File: src/dsac_defines.vh
// constants for the data space access checker
`ifndef DSAC_DEFINES_VH
`define DSAC_DEFINES_VH
`define DSAC_AW 16
`define DSAC_DW 16
`define DSAC_ZERO_WORD 16'h0000
`define DSAC_NEAR_TOP 16'h1fff
`define DSAC_STACK_BOTTOM 16'h0800
`define DSAC_SP_RESET 16'h0800
`define DSAC_STEP_BYTE 16'h0001
`define DSAC_STEP_WORD 16'h0002
`define DSAC_Y_BASE 16'h0800
`define DSAC_Y_TOP 16'h0bff
`define DSAC_RAM_TOP 16'h0bff
`define DSAC_MODE_DIRECT 2'h0
`define DSAC_MODE_NEAR 2'h1
`define DSAC_MODE_INDIRECT 2'h2
`define DSAC_MODE_POSTINC 2'h3
`define DSAC_STK_NONE 2'h0
`define DSAC_STK_PUSH 2'h1
`define DSAC_STK_POP 2'h2
`define DSAC_PUSH_CALL 2'h0
`define DSAC_PUSH_EXC 2'h1
`define DSAC_PUSH_DATA 2'h2
`define DSAC_HI_BYTE 15:8
`define DSAC_LO_BYTE 7:0
`define DSAC_WORD_BITS 15:1
`define DSAC_PC_LOW 14:0
`define DSAC_ZERO_BYTE 8'h00
`define DSAC_WE_NONE 2'h0
`define DSAC_WE_LOW 2'h1
`define DSAC_WE_HIGH 2'h2
`define DSAC_WE_BOTH 2'h3
`endif

File: src/dsac_yread.v
// y read path: word-only fetch with space check
`timescale 1ns/1ps
`include "dsac_defines.vh"
module dsac_yread (
	input wire clk, // core clock
	input wire rst, // sync reset
	input wire en, // y fetch in a mac-class cycle
	input wire [15:0] addr, // effective address from a y pointer
	input wire [15:0] ram_data, // word from data ram
	output reg [15:0] data_reg, // fetched word, zero when invalid
	output reg misalign_reg // odd word address seen
);
	wire in_y = (addr >= `DSAC_Y_BASE) && (addr <= `DSAC_Y_TOP);
	// only whole words travel here; the low address bit never selects a byte
	always @(posedge clk) begin
		if (rst) begin
			data_reg <= `DSAC_ZERO_WORD;
			misalign_reg <= 1'b0;
		end else begin
			data_reg <= (en && in_y) ? ram_data : `DSAC_ZERO_WORD;
			misalign_reg <= en && addr[0];
		end
	end
endmodule
File: config.mk
export PLATFORM = sky130hd
export DESIGN_NAME = dsac_yread
export DESIGN_NICKNAME = d
export VERILOG_FILES = /design/src/dsac_yread.v
export VERILOG_INCLUDE_DIRS = /design/src
export SDC_FILE = /design/constraint.sdc
export NUM_CORES = 1
export LEC_CHECK = 0
export ABC_AREA = 1
export BUFFER_PORTS_ARGS = -buffer_cell sky130_fd_sc_hd__buf_4
export CAP_MARGIN = 25
export CORE_UTILIZATION = 31
export DETAILED_ROUTE_END_ITERATION = 10
export GPL_TIMING_DRIVEN = 0
export MAX_ROUTING_LAYER = met4
export PLACE_DENSITY = 0.81
export SLEW_MARGIN = 40
export SYNTH_ARGS = -nofsm -noshare
export SYNTH_HDL_FRONTEND = slang
export SYNTH_SLANG_ARGS = --single-unit
File: constraint.sdc
create_clock -name clk -period 0.8 [get_ports clk]
set_input_delay 0.16 -clock clk [delete_from_list [all_inputs] [get_ports clk]]
set_output_delay 0.16 -clock clk [all_outputs]
set_load 0.01 [all_outputs]
* Yosys cells after proc, flatten, opt, wreduce, memory -nomap -nowiden
Index checks and enable logic that the tools add are counted.
** Cells by class
- Bitwise logic cells :: 1
- Reduce and logical (&&, ||, !) cells :: 4
- Magnitude comparators :: 2
** Operator list (number)
- $ge 16x12->1 const B :: 1
- $le 16x12->1 const B :: 1
- $logic_and 1x1->1 :: 3
- $reduce_or 2->1 :: 1
- $not 1->1 :: 1
** Word-level totals
- Output and inout bits :: 17
- Flip-flop bits (word level) :: 17
- Input bits :: 35

* Depth between registers and ports, before layout
- Depth in word-level cells :: 5
- Depth in mapped cells :: 6

* Least setup slack after synthesis
Ideal clock, no wire load.
- Path type :: input to register
- Start point :: in rst
- End point :: reg data_reg[0]
- Stages on the path :: 6
- Setup slack :: 0.071 ns
- Buffers on the path :: 1
- Data arrival time :: 0.667 ns
- Setup time :: 0.062 ns
- Cells stage by stage :: inv_1 > nand2_1 > nor2_1 > nand2_2 > buf_6 > nor2_2
** Between the ends
- Cells in the longest elaborated chain, start to end :: 1
** RTL lines
- start: declaration :: RTL line dsac_yread.v:6 : input wire rst,
- $reduce_or 2->1 (no line)
- end signal: assignment :: RTL line dsac_yread.v:17 : data_reg <= `DSAC_ZERO_WORD;
- end signal: assignment :: RTL line dsac_yread.v:20 : data_reg <= (en && in_y) ? ram_data : `DSAC_ZERO_WORD;
- end: declaration :: RTL line dsac_yread.v:10 : output reg [15:0] data_reg,
Every way passes these cells.
A chain may end at the register's enable or synchronous reset.

* Final worst setup path
- Start point :: reg data_reg[2]
- End point :: out data_reg[2]
No word-level cell between the ends.

==> results_dict.tcl <==
set metrics [dict create \
    power_report.internal_total_mw 1.14 \
    ys_seq_area_share_pct 60.7 \
    ys_seq_elements 17 \
    finalWeightedCongestion 0.692 \
    drt_wl_total_um 1090 \
    yosys-top-cells-count "sky130_fd_sc_hd__inv_1, sky130_fd_sc_hd__dfxtp_1, sky130_fd_sc_hd__nor2_1, sky130_fd_sc_hd__nor2_2, sky130_fd_sc_hd__nand2_1" \
    synth_fa_ha_area_share_pct 0 \
    critical_path_buf_inv_count 1 \
    worstSetupEndpointType "output port" \
    dp.cells 132 \
    worstHoldPathCells 2 \
    worst_path_cell_trace "buf_6" \
    worst-endpoint-required_ns 0.64 \
    dr_total_vias 510 \
    synthArstFlopShare_pct 0 \
    rows 15 \
    drt-vias-per-instance 3.75 \
    fin_tns_setup_ns -1.17 \
    synth.area.mux_share_pct 0 \
    fp.dieArea_um2 1980 \
    tritoncts.num_buffers 3 \
    drtIter0Drc 3 \
    max_clock_freq_ghz 1.13 \
    most_area_consuming_cells_after_synthesis "sky130_fd_sc_hd__dfxtp_1, sky130_fd_sc_hd__inv_1, sky130_fd_sc_hd__nor2_2, sky130_fd_sc_hd__nor2_1, sky130_fd_sc_hd__nand2_1" \
    drt-pass1-iter-count 2 \
    critical_path.slowest_cell "sky130_fd_sc_hd__dfxtp_2" \
    p_leak_nw 0.557 \
    synthSimpleGateAreaFrac_pct 22.5 \
    fillerInstances 165 \
    clock_power_share_pct 30.4 \
    nets_in_the_synthesized_netlist 100 \
    violations "setup timing" \
    largest_area_contributor_in_the_synthesized_netlist "sky130_fd_sc_hd__dfxtp_1" \
    io-pin-count 52 \
    core_area_um2 1710 \
    synthesized_area_fraction_occupied_by_ao_oa_aoi_and_oai_cells_pct 0 \
    clock_tree_from_tritoncts "built" \
    post_dp_cell_area_um2 907 \
    synth_xor_area_share_pct 0 \
    p_sw_uw 284 \
    synthesis.area_per_instance_um2 8.62 \
    remaining_drc_errors 0 \
    fin_cells 136 \
    finalPower_mw 1.42 \
    yosys_warnings 0 \
    ir_worst_vdd_v 0.000819 \
    cts.sink_count 17 \
    die_w_um 44.5 \
    worst_hold_start "rst" \
    synth-edff-count 0 \
    startpoint_type "register" \
    grt_overflow_total 0 \
    post_synth_num_cell_types 8 \
    whs_ns 0.0337 \
    port_buffers 42 \
    max_cap_violations 0 \
    initial_core_util_pct 32.8 \
    post-dp-hpwl_um 876 \
    slew_headroom_pct 89.8 \
    switching_share_pct 20.0 \
    largest_reg_flops 16 \
    hold_path_end "misalign_reg" \
    vias_in_the_first_global_route 465 \
    drt.antenna.violating_nets 0 \
    total_inserted_antenna_cells 0 \
    combinationalPowerShare_pct 9.8 \
    worstSetupPathType "register to output port" \
    post_route_cells_drive_above_1_share_pct 64.0 \
    nNetsFinal 147 \
    cts_buffer_depth 2 \
    post_synthesis_instance_total 65 \
    most_frequent_cell_after_synthesis "sky130_fd_sc_hd__inv_1" \
    ys.flop_type "sky130_fd_sc_hd__dfxtp_1" \
    syn-cell-area_um2 561 \
    setup_viol 17 \
    route.detailed.wl_per_inst_um 7.98 \
    layout_min_cycle_time_ns 0.884 \
    grt_usage_pct 11.1 \
    place_worst_setup_slack_ns -0.163 \
    worstPathArrival_ns 0.72 \
    final.setup.worst_slack_ns -0.0841 \
    run_status "complete, but fails checks" \
    worst-path-max-fanout 1 \
    wire_length_of_the_first_global_routing_pass_um 1570 \
    final.period_utilization_pct 111 \
    flow.area_growth_from_synthesis_pct 81.0 \
    seqPwrFrac_pct 59.8 \
    grt_start_max_net_pins 11 \
    stdcell_area_um2 1010 \
    htree_levels 1 \
    final-hold-violation-count 0 \
    cts_hold_buf 0 \
    synth_top_area_share_pct 60.7 \
    tightest_slew_ns 0.152 \
    antenna_found_initial 0 \
    clock_tree.root_cell "sky130_fd_sc_hd__clkbuf_4" \
    die_h_um 44.5 \
    dominant_combinational_cell_family_by_area_after_synthesis "simple AND/OR/NAND/NOR gates" \
    clock_pin_slew_of_the_registers_on_the_worst_case_setup_and_hold_paths_ns 0.09 \
    p_per_area_nw_per_um2 1400 \
    critPathTopFamily "flip-flops" \
    fin_util_pct 59.4 \
    report.final.slew_viol_count 0 \
    rsz_0062_raised_after_global_routing "true" \
    worstHoldPathType "input port to register" \
    critical_path.max_stage_delay_ns 0.33 \
]
cell usage in the layout, fill, tap and decap left out, drive strengths merged:
| cell type | n |
|---|---|
| clkbuf | 4 |
| nand2 | 6 |
| nor2 | 19 |
| buf | 43 |
| inv | 22 |
| dfxtp | 17 |
metal layers:
layer	routed length, µm	track usage [%]
met1	372	10.0
met2	667	22.4
met3	44	0
met4	0	7.27
met5	0	-
worst max path at each step:
| stage | start | endpoint | slack [ns] | depth (start not counted) |
|---|---|---|---|---|
| CTS | data_reg[2] | data_reg[2] | -0.09 | 1 |
| finish | data_reg[2] | data_reg[2] | -0.08 | 1 |
| floorplan | rst | data_reg[0] | 0.07 | 6 |
| global route | data_reg[13] | data_reg[13] | -0.10 | 1 |
| global placement | rst | data_reg[9] | -0.13 | 7 |
| detailed placement | rst | data_reg[10] | -0.16 | 7 |
what timing repair did:
item	CTS	global route
endpoints found under the hold margin	0	0
setup buffers	0	0
gates resized for setup	26	5
pin swaps	0	0
endpoints found under the setup margin	17	17
power by group through the flow:
| stage | combinational (mW) | sequential (mW) | clock, mW |
|---|---|---|---|
| final | 0.139 | 0.850 | 0.431 |
| after detailed placement | 0.139 | 0.870 | 0 |
| after global placement | 0.134 | 0.870 | 0 |
| after floorplan | 0.0354 | 0.872 | 0 |
| after global routing | 0.156 | 0.851 | 0.465 |
| after CTS | 0.141 | 0.851 | 0.445 |
area by class of cell:
cell class / count / area [µm²] / share of cell area (%)
inverter: 22 / 82.6 / 8.14
timing repair buffer: 42 / 379 / 37.4
multi-input combinational: 25 / 126 / 12.5
sequential: 17 / 358 / 35.3
tap: 25 / 31.3 / 3.08
clock buffer: 4 / 26.3 / 2.59
buffer: 1 / 11.3 / 1.11
kinds of logic after synthesis:
logic type,after synthesis
flops,17
simple gates,25
buf+inv,23
No activity file was read; power rests on OpenSTA's default activity.
